<file path="config.mk">
export PLATFORM = sky130hd
export DESIGN_NAME = irs_regs
export DESIGN_NICKNAME = d
export VERILOG_FILES = /design/src/pkg/irs_pkg.sv /design/src/irs_store.sv /design/src/irs_regs.sv
export SDC_FILE = /design/constraint.sdc
export NUM_CORES = 1
export LEC_CHECK = 0
export BUFFER_PORTS_ARGS = -buffer_cell sky130_fd_sc_hd__clkbuf_2
export CAP_MARGIN = 15
export CORE_AREA = 2 2 227 229
export DETAILED_ROUTE_END_ITERATION = 10
export DIE_AREA = 0 0 229 231
export PLACE_DENSITY = 0.74
export SETUP_SLACK_MARGIN = 0.02
export SLEW_MARGIN = 20
export SYNTH_ARGS = -nofsm -noshare
export SYNTH_HDL_FRONTEND = slang
export SYNTH_HIERARCHICAL = 1
export SYNTH_SLANG_ARGS = --single-unit
</file>
<file path="constraint.sdc">
create_clock -name sys_clk -period 2.25 [get_ports sys_clk]
set_input_delay 0.1125 -clock sys_clk [delete_from_list [all_inputs] [get_ports sys_clk]]
set_output_delay 0.1125 -clock sys_clk [all_outputs]
set_load 0.02 [all_outputs]
</file>
<file path="src/pkg/irs_pkg.sv">
`default_nettype none
package irs_pkg;
  // Width of the I/O address and of every register.
  localparam int unsigned ADDR_W = 6;
  localparam int unsigned DATA_W = 8;
  localparam int unsigned DEPTH  = 64;

  // Register offsets in the I/O space.
  localparam logic [5:0] ADC_CONTROL_STATUS_B         = 6'h03;
  localparam logic [5:0] ADC_RESULT_LOW_BYTE          = 6'h04;
  localparam logic [5:0] ADC_RESULT_HIGH_BYTE         = 6'h05;
  localparam logic [5:0] ADC_CONTROL_STATUS_A         = 6'h06;
  localparam logic [5:0] ADC_CHANNEL_REFERENCE_SELECT = 6'h07;
  localparam logic [5:0] ANALOG_COMPARATOR_CTRL_STAT  = 6'h08;
  localparam logic [5:0] SERIAL_IFACE_CONTROL         = 6'h0D;
  localparam logic [5:0] SERIAL_IFACE_STATUS          = 6'h0E;
  localparam logic [5:0] SERIAL_IFACE_SHIFT_DATA      = 6'h0F;
  localparam logic [5:0] SERIAL_IFACE_BUFFERED_DATA   = 6'h10;
  localparam logic [5:0] GENERAL_SCRATCH_0            = 6'h11;
  localparam logic [5:0] GENERAL_SCRATCH_1            = 6'h12;
  localparam logic [5:0] GENERAL_SCRATCH_2            = 6'h13;
  localparam logic [5:0] DIGITAL_INPUT_DISABLE        = 6'h14;
  localparam logic [5:0] PIN_CHANGE_MASK              = 6'h15;
  localparam logic [5:0] PORT_PIN_INPUT_LEVELS        = 6'h16;
  localparam logic [5:0] PORT_DIRECTION               = 6'h17;
  localparam logic [5:0] PORT_OUTPUT_DATA             = 6'h18;
  localparam logic [5:0] EEPROM_ADDRESS_HIGH          = 6'h1D;
  localparam logic [5:0] EEPROM_CONTROL               = 6'h1C;
  localparam logic [5:0] EEPROM_DATA                  = 6'h1E;
  localparam logic [5:0] EEPROM_ADDRESS_LOW           = 6'h1F;
  localparam logic [5:0] POWER_REDUCTION              = 6'h20;
  localparam logic [5:0] WATCHDOG_CONTROL             = 6'h21;
  localparam logic [5:0] DEBUG_WIRE_DATA              = 6'h22;
  localparam logic [5:0] DEAD_TIME_PRESCALE           = 6'h23;
  localparam logic [5:0] DEAD_TIME_CHANNEL_B          = 6'h24;
  localparam logic [5:0] DEAD_TIME_CHANNEL_A          = 6'h25;
  localparam logic [5:0] CLOCK_PRESCALE               = 6'h26;
  localparam logic [5:0] PLL_CONTROL_STATUS           = 6'h27;
  localparam logic [5:0] TIMER0_COMPARE_B             = 6'h28;

  // Highest address that the single-bit instructions may reach.
  localparam logic [5:0] BIT_ACCESS_TOP = 6'h1F;

  // Reset value of every stored register.
  localparam logic [7:0] REG_RESET = 8'h00;

  // Bit positions of the read-only status levels, and the number of port pins.
  localparam int unsigned COMP_OUT_BIT  = 5;
  localparam int unsigned SER_COUNT_BIT = 4;
  localparam int unsigned PLL_LOCK_BIT  = 0;
  localparam int unsigned PIN_W         = 6;

  // Write-one-to-clear flags: count, home register and bit of each.
  localparam int unsigned NFLAGS = 6;
  localparam logic [5:0] FLAG_ADDR [NFLAGS] = '{ADC_CONTROL_STATUS_A, ANALOG_COMPARATOR_CTRL_STAT,
    SERIAL_IFACE_STATUS, SERIAL_IFACE_STATUS, SERIAL_IFACE_STATUS, WATCHDOG_CONTROL};
  localparam logic [2:0] FLAG_BIT [NFLAGS] = '{3'h4, 3'h4, 3'h7, 3'h6, 3'h5, 3'h7};

  // Bits that software may store at each address; zero for reserved
  // bits, read-only bits, flags and reserved or foreign addresses.
  function automatic logic [7:0] rw_mask(input logic [5:0] a);
    case (a)
      ADC_CONTROL_STATUS_B:         rw_mask = 8'hE7;
      ADC_CONTROL_STATUS_A:         rw_mask = 8'hEF;
      ADC_CHANNEL_REFERENCE_SELECT: rw_mask = 8'hFF;
      ANALOG_COMPARATOR_CTRL_STAT:  rw_mask = 8'hCB;
      SERIAL_IFACE_CONTROL:         rw_mask = 8'hFF;
      SERIAL_IFACE_STATUS:          rw_mask = 8'h0F;
      SERIAL_IFACE_SHIFT_DATA:      rw_mask = 8'hFF;
      GENERAL_SCRATCH_0:            rw_mask = 8'hFF;
      GENERAL_SCRATCH_1:            rw_mask = 8'hFF;
      GENERAL_SCRATCH_2:            rw_mask = 8'hFF;
      DIGITAL_INPUT_DISABLE:        rw_mask = 8'h3F;
      PIN_CHANGE_MASK:              rw_mask = 8'h3F;
      PORT_DIRECTION:               rw_mask = 8'h3F;
      PORT_OUTPUT_DATA:             rw_mask = 8'h3F;
      EEPROM_CONTROL:               rw_mask = 8'h3F;
      EEPROM_ADDRESS_HIGH:          rw_mask = 8'h01;
      EEPROM_DATA:                  rw_mask = 8'hFF;
      EEPROM_ADDRESS_LOW:           rw_mask = 8'hFF;
      POWER_REDUCTION:              rw_mask = 8'h0F;
      WATCHDOG_CONTROL:             rw_mask = 8'h7F;
      DEBUG_WIRE_DATA:              rw_mask = 8'hFF;
      DEAD_TIME_PRESCALE:           rw_mask = 8'h03;
      DEAD_TIME_CHANNEL_B:          rw_mask = 8'hFF;
      DEAD_TIME_CHANNEL_A:          rw_mask = 8'hFF;
      CLOCK_PRESCALE:               rw_mask = 8'h8F;
      PLL_CONTROL_STATUS:           rw_mask = 8'h86;
      TIMER0_COMPARE_B:             rw_mask = 8'hFF;
      default:                      rw_mask = 8'h00;
    endcase
  endfunction : rw_mask

  // Kind of access taken in one cycle.
  typedef enum logic [2:0] {ACC_NONE, ACC_WRITE, ACC_SET, ACC_CLR, ACC_READ, ACC_TEST1, ACC_TEST0} irs_acc_t;
endpackage : irs_pkg
`default_nettype wire

</file>
<file path="src/irs_store.sv">
`timescale 1ns/1ps
`default_nettype none
// Register storage with a per-bit write enable and a registered read port.
module irs_store (
  input  wire logic                       sys_clk,
  input  wire logic                       resetn,
  input  wire logic [irs_pkg::ADDR_W-1:0] wrAddr,
  input  wire logic [irs_pkg::DATA_W-1:0] wrBitEn,
  input  wire logic [irs_pkg::DATA_W-1:0] wrData,
  input  wire logic [irs_pkg::ADDR_W-1:0] rdAddr,
  output var  logic [irs_pkg::DATA_W-1:0] rdData_r
);
  // One byte per address; reserved entries never get a write enable.
  logic [irs_pkg::DATA_W-1:0] mem [irs_pkg::DEPTH];

  // Each entry resets so that control state is defined after reset.
  for (genvar e = 0; e < irs_pkg::DEPTH; e++) begin : gEntry
    wire logic hit = (wrAddr == irs_pkg::ADDR_W'(e));
    always_ff @(posedge sys_clk or negedge resetn) begin
      if (!resetn) begin
        mem[e] <= irs_pkg::REG_RESET;
      end else if (hit) begin
        // Only enabled bits move; the rest of the byte is untouched.
        mem[e] <= (mem[e] & ~wrBitEn) | (wrData & wrBitEn);
      end
    end
  end

  // The read data leave through a register, one cycle after the address.
  always_ff @(posedge sys_clk or negedge resetn) begin
    if (!resetn) begin
      rdData_r <= irs_pkg::REG_RESET;
    end else begin
      rdData_r <= mem[rdAddr];
    end
  end
endmodule : irs_store
`default_nettype wire

</file>
<file path="src/irs_regs.sv">
`timescale 1ns/1ps
`default_nettype none
module irs_regs (
  input  wire logic                       sys_clk,
  input  wire logic                       resetn,
  input  wire logic [irs_pkg::ADDR_W-1:0] ioAddr,
  input  wire logic                       ioWrEn,
  input  wire logic                       ioRdEn,
  input  wire logic [irs_pkg::DATA_W-1:0] ioWrData,
  input  wire logic                       ioBitSetInstr,
  input  wire logic                       ioBitClearInstr,
  input  wire logic                       skipIfIoBitOne,
  input  wire logic                       skipIfIoBitZero,
  input  wire logic [2:0]                 bitSel,
  input  wire logic [irs_pkg::NFLAGS-1:0] flagSetPulse,
  input  wire logic [irs_pkg::DATA_W-1:0] adcResultLow,
  input  wire logic [irs_pkg::DATA_W-1:0] adcResultHigh,
  input  wire logic [irs_pkg::DATA_W-1:0] serialBufData,
  input  wire logic [irs_pkg::PIN_W-1:0]  pinLevels,
  input  wire logic                       compOutLevel,
  input  wire logic                       serialCountLevel,
  input  wire logic                       pllLockLevel,
  output var  logic [irs_pkg::DATA_W-1:0] ioRdData_r,
  output var  logic                       ioRdValid_r,
  output var  logic                       skipTaken_r,
  output var  logic [irs_pkg::PIN_W-1:0]  portOut_r,
  output var  logic [irs_pkg::PIN_W-1:0]  portDir_r,
  output var  logic [irs_pkg::NFLAGS-1:0] flagState_r
);
  // Access kind chosen this cycle; a full write outranks the others.
  irs_pkg::irs_acc_t acc;
  // True when the address lies in the bit-accessible low range.
  wire logic lowRange = (ioAddr <= irs_pkg::BIT_ACCESS_TOP);
  // One-hot image of the selected bit.
  wire logic [7:0] bitOne = 8'h01 << bitSel;

  // Requests are expected one at a time; the priority only settles clashes.
  // Bit instructions above the low range are dropped here.
  always_comb begin
    if (ioWrEn) begin
      acc = irs_pkg::ACC_WRITE;
    end else if (ioBitSetInstr && lowRange) begin
      acc = irs_pkg::ACC_SET;
    end else if (ioBitClearInstr && lowRange) begin
      acc = irs_pkg::ACC_CLR;
    end else if (ioRdEn) begin
      acc = irs_pkg::ACC_READ;
    end else if (skipIfIoBitOne && lowRange) begin
      acc = irs_pkg::ACC_TEST1;
    end else if (skipIfIoBitZero && lowRange) begin
      acc = irs_pkg::ACC_TEST0;
    end else begin
      acc = irs_pkg::ACC_NONE;
    end
  end

  // Every write is reduced to a byte and a mask of bits it touches.
  // A bit instruction carries only the selected bit in its mask.
  wire logic isWrite = (acc == irs_pkg::ACC_WRITE);
  wire logic isSet   = (acc == irs_pkg::ACC_SET);
  wire logic isClr   = (acc == irs_pkg::ACC_CLR);
  wire logic anyWr   = isWrite | isSet | isClr;
  wire logic [7:0] wrMask = isWrite ? 8'hFF : ((isSet | isClr) ? bitOne : 8'h00);
  wire logic [7:0] wrByte = isWrite ? ioWrData : (isSet ? bitOne : 8'h00);
  // Storable bits at this address; reserved bits and reserved or foreign
  // addresses give zero, so such writes change nothing.
  wire logic [7:0] rwMask = irs_pkg::rw_mask(ioAddr);
  wire logic [7:0] stEn   = anyWr ? (wrMask & rwMask) : 8'h00;

  // Shared register storage; reserved bits are never enabled, so they read zero.
  logic [7:0] memRd;
  irs_store uStore (
    .sys_clk  (sys_clk),
    .resetn   (resetn),
    .wrAddr   (ioAddr),
    .wrBitEn  (stEn),
    .wrData   (wrByte),
    .rdAddr   (ioAddr),
    .rdData_r (memRd)
  );

  // Write-one-to-clear flags, one slice per flag.
  logic [irs_pkg::NFLAGS-1:0] flagClr;
  for (genvar f = 0; f < irs_pkg::NFLAGS; f++) begin : gFlag
    // A one written into the flag position clears it; a bit instruction on
    // a neighbour has no one there, so the flag is left alone.
    assign flagClr[f] = anyWr && (ioAddr == irs_pkg::FLAG_ADDR[f])
                        && wrMask[irs_pkg::FLAG_BIT[f]] && wrByte[irs_pkg::FLAG_BIT[f]];
    // A hardware event in the clearing cycle wins, so no event is lost.
    always_ff @(posedge sys_clk or negedge resetn) begin
      if (!resetn) begin
        flagState_r[f] <= 1'b0;
      end else if (flagSetPulse[f]) begin
        flagState_r[f] <= 1'b1;
      end else if (flagClr[f]) begin
        flagState_r[f] <= 1'b0;
      end
    end
  end

  // Flag bits that belong to the addressed register.
  logic [7:0] flagBits;
  always_comb begin
    flagBits = 8'h00;
    for (int i = 0; i < irs_pkg::NFLAGS; i++) begin
      if (ioAddr == irs_pkg::FLAG_ADDR[i]) begin
        flagBits[irs_pkg::FLAG_BIT[i]] = flagState_r[i];
      end
    end
  end

  // Bits not held in storage: inputs sampled as they stand this cycle.
  logic [7:0] liveBits;
  always_comb begin
    case (ioAddr)
      irs_pkg::ADC_RESULT_LOW_BYTE:         liveBits = adcResultLow;
      irs_pkg::ADC_RESULT_HIGH_BYTE:        liveBits = adcResultHigh;
      irs_pkg::SERIAL_IFACE_BUFFERED_DATA:  liveBits = serialBufData;
      irs_pkg::PORT_PIN_INPUT_LEVELS:       liveBits = {2'b00, pinLevels};
      irs_pkg::ANALOG_COMPARATOR_CTRL_STAT: liveBits = 8'(compOutLevel) << irs_pkg::COMP_OUT_BIT;
      irs_pkg::SERIAL_IFACE_STATUS:         liveBits = 8'(serialCountLevel) << irs_pkg::SER_COUNT_BIT;
      irs_pkg::PLL_CONTROL_STATUS:          liveBits = 8'(pllLockLevel) << irs_pkg::PLL_LOCK_BIT;
      default:                              liveBits = 8'h00;  // Reserved addresses read zero.
    endcase
  end

  // Stage one of the read path: it lines the non-stored bits up with the
  // storage read, which is registered. The cost is a two-cycle read.
  wire logic isRead = (acc == irs_pkg::ACC_READ);
  wire logic isTest = (acc == irs_pkg::ACC_TEST1) || (acc == irs_pkg::ACC_TEST0);
  logic       rdPend_r;
  logic       testPend_r;
  logic       testOne_r;
  logic [2:0] testSel_r;
  logic [7:0] sideBits_r;
  logic [7:0] memKeep_r;

  // Captures the request and the bits that do not come from storage.
  always_ff @(posedge sys_clk or negedge resetn) begin
    if (!resetn) begin
      rdPend_r   <= 1'b0;
      testPend_r <= 1'b0;
      testOne_r  <= 1'b0;
      testSel_r  <= 3'h0;
      sideBits_r <= 8'h00;
      memKeep_r  <= 8'h00;
    end else begin
      rdPend_r   <= isRead;
      testPend_r <= isTest;
      testOne_r  <= (acc == irs_pkg::ACC_TEST1);
      testSel_r  <= bitSel;
      sideBits_r <= flagBits | liveBits;
      memKeep_r  <= rwMask;
    end
  end

  // The assembled register value as it was at the request.
  wire logic [7:0] regVal  = (memRd & memKeep_r) | sideBits_r;
  // Skip decision: the chosen bit compared with the wanted level.
  wire logic       testHit = (regVal[testSel_r] == testOne_r);

  // Stage two: the answer leaves through registers.
  always_ff @(posedge sys_clk or negedge resetn) begin
    if (!resetn) begin
      ioRdData_r  <= 8'h00;
      ioRdValid_r <= 1'b0;
      skipTaken_r <= 1'b0;
    end else begin
      ioRdValid_r <= rdPend_r | testPend_r;
      ioRdData_r  <= (rdPend_r | testPend_r) ? regVal : ioRdData_r;
      skipTaken_r <= testPend_r & testHit;
    end
  end

  // Copies of the port registers that drive the pins; they follow the same
  // masked writes as storage, so bit instructions touch one pin only.
  wire logic [5:0] portEn = (ioAddr == irs_pkg::PORT_OUTPUT_DATA) ? stEn[5:0] : 6'h00;
  wire logic [5:0] dirEn  = (ioAddr == irs_pkg::PORT_DIRECTION) ? stEn[5:0] : 6'h00;

  // Pin drive state.
  always_ff @(posedge sys_clk or negedge resetn) begin
    if (!resetn) begin
      portOut_r <= 6'h00;
      portDir_r <= 6'h00;
    end else begin
      portOut_r <= (portOut_r & ~portEn) | (wrByte[5:0] & portEn);
      portDir_r <= (portDir_r & ~dirEn) | (wrByte[5:0] & dirEn);
    end
  end
endmodule : irs_regs
`default_nettype wire

</file>
==> run_results.csv, run 1 <==
group,metric,value,unit
status,outcome,"complete, no violations",
clocking,clock-sinks,570,
grt,grt_pass1_wl,122,mm
critical_path,path_buf_inv,0,
grt,grt_use_total,0.297,
job,cap_viol_max_count,0,
finish,stdcell_area,33500,µm²
place,place_hpwl,50.0,mm
sta,finalCritPeriodShare,0.954,
floorplanning,die_area,52900,µm²
route,routed_wl,76.8,mm
synth,synthMuxAreaShare,0.325,
clocking,ctsLongestPathBuffers,3,
route,routed_via_density,6.10,
critical_path,critPathCaptureType,"flip-flop",
synth,ys_seq_area_frac,0.499,
place,io_buffer_count,91,
grt,grt_antenna_before_repair,0,
sta,hold_viol_final,0,
sta,fmax,466,MHz
synth,syn-cell-area,28600,µm²
power,ir_drop,616,µV
critical_path,cp_common_cell,"mux4_2",
synth,synth-simple-area-share,0.105,
synth,synth_area_leader_cell,"dfrtp_1",
sta,hold_slack,0.0373,ns
clocking,cts_root_buf,"clkbuf_16",
floorplanning,ioPinCount,92,
route,ant_nets,0,
floorplanning,row_count,83,
clocking,clk_latency,0.62,ns
power,p_leak,15.6,nW
route,drc,0,
critical_path,crit_path_cell_trace,"mux4_2, mux4_2, nor2_2, a221oi_1, a22o_1",
finish,drive_above_1_share,0.401,
finish,area_growth_syn_to_layout,17.2,%
synth,ys.flop_type,"dfrtp_1",
sta,tightest_slew,1.03,ns
route,drt_iter0_drc,1762,
critical_path,required,2.76,ns
synth,async_flop_share,1.00,
grt,grt_max_degree,88,
clocking,cts_inserted_buffers,58,
finish,insertedDiodeCount,0,
floorplanning,die_w,229,µm
grt,gr-total-overflow,0,
critical_path,critPathMaxFanout,2,
synth,synth_compound_area_frac,0.0372,
synth,synth_edf_count,0,
sta,slew_viol_final,0,
finish,fin_nets,2634,
clocking,postCtsSetupRepairBufs,0,
sta,period_minus_slack,2.15,ns
synth,yosysWarnings,6,
synth,yosysMostFrequentCell,"dfrtp_1",
synth,synth-xor-area-share,0.000306,
sta,rsz0062_at_grt,"false",
synth,yosys_register_bits,570,
synth,synth_cell_types,72,
synth,synth_area_per_cell,12.2,µm²
route,drtPass1Iterations,5,
critical_path,critPathLaunchType,"flip-flop",
clocking,clk_pin_slew,0.06,ns
synth,synth_commonest_cells,"dfrtp_1, nand2_1, mux2_2",
synth,synth.net_count,2420,
clocking,cts_tree,"yes",
power,power.total,0.0231,W
critical_path,crit_type,"reg2reg",
clocking,cts.htree.levels,2,
grt,first_global_vias,21200,
critical_path,path_delay_family,"multiplexers",
critical_path,arrival,2.65,ns
sta,setup_viol,0,
critical_path,worst_path_max_delay_cell,"mux4_2",
synth,synthCells,2348,
sta,fin_setup_tns,0,ns
sta,fin_worst_skew,0.0166,ns
synth,synthAdderAreaFrac,0.00350,
hold_path,hold_path.class,"in2reg",
synth,synth_top_family_by_area,"multiplexers",
sta,max_slew_margin,0.315,
place,place_congestion,0.935,
critical_path,max_stage_delay,0.49,ns
floorplanning,start_util,0.564,
power,power_density,690,nW/µm²
synth,synth_top_area_frac,0.499,
place,place_area,31200,µm²
route,via_count,20000,
floorplanning,coreArea,50700,µm²
synth,synthTopCellsByArea,"dfrtp_1, mux2_2, mux4_2",
route,wl_per_cell,23.4,µm
floorplanning,dieHeight,231,µm
## area by class of cell
type / count / area, µm²
Clock inverter: 12 / 141
Tap cell: 680 / 851
Sequential cell: 570 / 14300
Timing Repair Buffer: 330 / 2960
Inverter: 22 / 82.6
Clock buffer: 89 / 1710
Multi-Input combinational cell: 1580 / 13500
Fill cell: 3627 / 17200
## where the power goes
group	switching, W	internal [W]	leakage [nW]	total [W]
clock	0.00395	0.00553	0.907	0.00948
sequential	0.000241	0.0107	7.81	0.0110
combinational	0.00152	0.00117	6.85	0.00269
## worst register-to-register path, cell delays in order, from the launching register on
cell	delay [ns]
dfrtp_1	0.38
mux4_2	0.48
mux4_2	0.49
nor2_2	0.19
a221oi_1	0.17
a22o_1	0.33
## layer usage
metal  routed length, µm  vias up  track usage
met3                5000      187       0.0419
met1               30600    10400        0.387
met2               38200      740        0.504
met4                2970        0        0.124
li1                    -     8743            -
met5                   0        -            0
## per-stage QoR
stage | utilization | setup WS [ns] | instances
floorplan | - | 0.0251 | 2348
detailed placement | 0.617 | -0.274 | 3141
global placement | 0.617 | -0.238 | 3141
CTS | 0.661 | 0.0246 | 3283
finish | 0.661 | 0.103 | 3283
global route | 0.661 | 0.0335 | 3283
## repair_timing
action,CTS,global route
hold buffers,41,0
resized for setup,0,3
setup endpoints to repair,0,53
hold endpoints to repair,469,0
## cell usage in the layout (no fill, tap or decap), types with 8 or more instances in the layout
cell | netlist | final
a21o_1 | 8 | 8
a21oi_1 | 29 | 28
a221oi_1 | 10 | 9
a22oi_1 | 18 | 18
buf_12 | 0 | 46
buf_4 | 9 | 153
clkbuf_1 | 86 | 20
clkbuf_16 | 0 | 61
clkbuf_2 | 0 | 87
clkbuf_8 | 4 | 9
dfrtp_1 | 570 | 570
dlygate4sd3_1 | 0 | 41
ha_1 | 8 | 8
inv_1 | 21 | 17
mux2_1 | 19 | 19
mux2_2 | 498 | 498
mux2i_1 | 34 | 34
mux4_2 | 138 | 138
nand2_1 | 550 | 550
nand3_1 | 18 | 18
nand4_1 | 8 | 8
nor2_1 | 100 | 96
nor2b_1 | 11 | 11
o21ai_0 | 17 | 17
o22ai_1 | 9 | 9
o31ai_1 | 13 | 13
## worst paths after layout
path,startpoint,to,slack (ns),cells after the start
hold / removal,ioWrData[5],flagState_r[4],0.04,4
hold reg to reg,testPend_r,skipTaken_r,0.47,1
setup reg to reg,flip-flop,uStore/rdData_r[1],0.10,5
min in group asynchronous,resetn,async pin,0.53,3
setup / recovery,flip-flop,uStore/rdData_r[1],0.10,5
max in group asynchronous,resetn,memKeep_r[3],0.73,4
## kinds of logic after synthesis
group                      after synthesis
AOI/OAI and AO/OA                      148
xor gates and xnor gates                 1
adders and majority gates                8
buffers and inverters                  198
DFF                                    570
muxes                                  690
and+or+nand+nor                        733
Note: power is estimated with default switching activity, not from simulation.
==> run 2, diff against run 1 <==
--- a/config.mk
+++ b/config.mk
@@ -8,6 +8,7 @@
 export BUFFER_PORTS_ARGS = -buffer_cell sky130_fd_sc_hd__clkbuf_2
 export CAP_MARGIN = 15
 export CORE_AREA = 2 2 227 229
+export CTS_BUF_LIST = sky130_fd_sc_hd__clkbuf_16
 export DETAILED_ROUTE_END_ITERATION = 10
 export DIE_AREA = 0 0 229 231
 export PLACE_DENSITY = 0.74
==> run 2 against run 1 <==
Effect of this change:
- clock power is 3.9% lower
- critical endpoint unchanged
- first-iteration DRC count is 2.0% lower
- maximum frequency is 0.18% higher
==> run_results.csv, run 2 (synthesis results as in run 1) <==
group,metric,value,unit
sta,period_minus_slack,2.14,ns
finish,area_growth_syn_to_layout,17.0,%
route,routed_wl,76.6,mm
clocking,clk_pin_slew,0.06,ns
critical_path,worst_path_max_delay_cell,"mux4_2",
floorplanning,coreArea,50700,µm²
clocking,cts.htree.levels,2,
critical_path,path_buf_inv,0,
status,outcome,"complete, no violations",
finish,layout_common_cells,"dfrtp_1, nand2_1, mux2_2, buf_4, mux4_2",
critical_path,required,2.75,ns
route,drt_iter0_drc,1726,
sta,hold_viol_final,0,
place,place_area,31200,µm²
clocking,ctsLongestPathBuffers,3,
power,power_density,681,nW/µm²
clocking,clock-sinks,570,
grt,first_global_vias,21200,
floorplanning,ioPinCount,92,
critical_path,reg2reg_depth,5,
floorplanning,die_w,229,µm
sta,fin_worst_skew,0.0162,ns
critical_path,critPathLaunchType,"flip-flop",
grt,gr-total-overflow,0,
hold_path,hold_path.class,"in2reg",
finish,fin_nets,2634,
sta,fmax,467,MHz
hold_path,hp-start,"ioWrData[2]",
clocking,cts_inserted_buffers,58,
route,routed_via_density,6.10,
critical_path,critPathMaxFanout,2,
sta,finalCritPeriodShare,0.953,
finish,fill_cells,3638,
place,place_congestion,0.935,
clocking,cts_root_buf,"clkbuf_16",
grt,grtUsageMet1,0.387,
finish,stdcell_count,3283,
clocking,cts_tree,"yes",
grt,gr-usage-met2,0.500,
critical_path,critPathCaptureType,"flip-flop",
critical_path,crit_type,"reg2reg",
job,cap_viol_max_count,0,
place,place_hpwl,50.0,mm
sta,slew_viol_final,0,
finish,drive_above_1_share,0.398,
finish,insertedDiodeCount,0,
power,p_leak,15.6,nW
grt,top_usage_layer,"met2",
route,wl_per_cell,23.3,µm
place,io_buffer_count,91,
finish,fin_util,0.660,
critical_path,cp.depth,5,
power,ir_drop,616,µV
clocking,clk_latency,0.62,ns
hold_path,holdPathStages,3,
grt,grt_antenna_before_repair,1,
critical_path,crit_path_cell_trace,"mux4_2, mux4_2, nor2_2, a221oi_1, a22o_1",
critical_path,max_stage_delay,0.49,ns
route,via_count,20000,
finish,stdcell_area,33400,µm²
route,drtPass1Iterations,5,
grt,grt_pass1_wl,121,mm
route,drc,0,
sta,setup_viol,0,
grt,grt_max_degree,88,
route,ant_nets,0,
floorplanning,row_count,83,
place,dp_cells,3141,
finish,final_common_cell,"dfrtp_1",
sta,tightest_slew,1.01,ns
floorplanning,dieHeight,231,µm
sta,rsz0062_at_grt,"false",
sta,hold_slack,0.0431,ns
critical_path,path_delay_family,"multiplexers",
grt,grt_use_total,0.296,
floorplanning,die_area,52900,µm²
sta,max_slew_margin,0.326,
sta,fin_setup_tns,0,ns
floorplanning,start_util,0.564,
critical_path,arrival,2.65,ns
grt,met3_usage,0.0408,
critical_path,cp_common_cell,"mux4_2",
==> run 2: metrics by stage <==
step / worst slack, ns / total power [W]
after floorplan: 0.0251 / 0.0126
after global placement: -0.238 / 0.0137
after detailed placement: -0.274 / 0.0138
after CTS: 0.0246 / 0.0229
after global routing: 0.0335 / 0.0236
final: 0.107 / 0.0228
==> run 2: cell type report <==
type / instances / area (µm²) / area share
tap: 680 / 851 / 0.0254
multi-input combinational: 1580 / 13500 / 0.404
timing repair buffer: 330 / 2960 / 0.0884
sequential: 570 / 14300 / 0.427
inverter: 22 / 82.6 / 0.00247
clock buffer: 61 / 1530 / 0.0457
clock inverter: 40 / 246 / 0.00737
==> run 2: report_power, final <==
group / internal, W / switching (W)
logic: 0.00117 / 0.00153
registers: 0.0107 / 0.000240
clock network: 0.00516 / 0.00394
total: 0.0171 / 0.00571
==> run 2: worst paths after layout <==
kind / slack (ns) / endpoint
max: 0.11 / uStore/rdData_r[1]
min in group asynchronous: 0.53 / async pin
max reg2reg: 0.11 / uStore/rdData_r[1]
min reg2reg: 0.47 / skipTaken_r
min: 0.04 / flip-flop
max in group asynchronous: 0.60 / async pin
==> run 2: repair_timing <==
| item | in CTS | in global routing |
|---|---|---|
| hold endpoints to repair | 469 | 0 |
| hold buffers | 41 | 0 |
| gates resized for setup | 0 | 3 |
| endpoints found under the setup margin | 0 | 53 |
| setup buffers | 0 | 0 |
==> run 2: tightest hold or removal path, stage by stage <==
cell and delay [ns]:
clkbuf_2 0.09, a22oi_1 0.13, o31ai_1 0.28
==> run 2: per-layer routing <==
layer	part of all wire	vias up
li1	-	8755
met1	0.40	10300
met2	0.49	767
met3	0.064	206
met4	0.041	0
met5	0	-
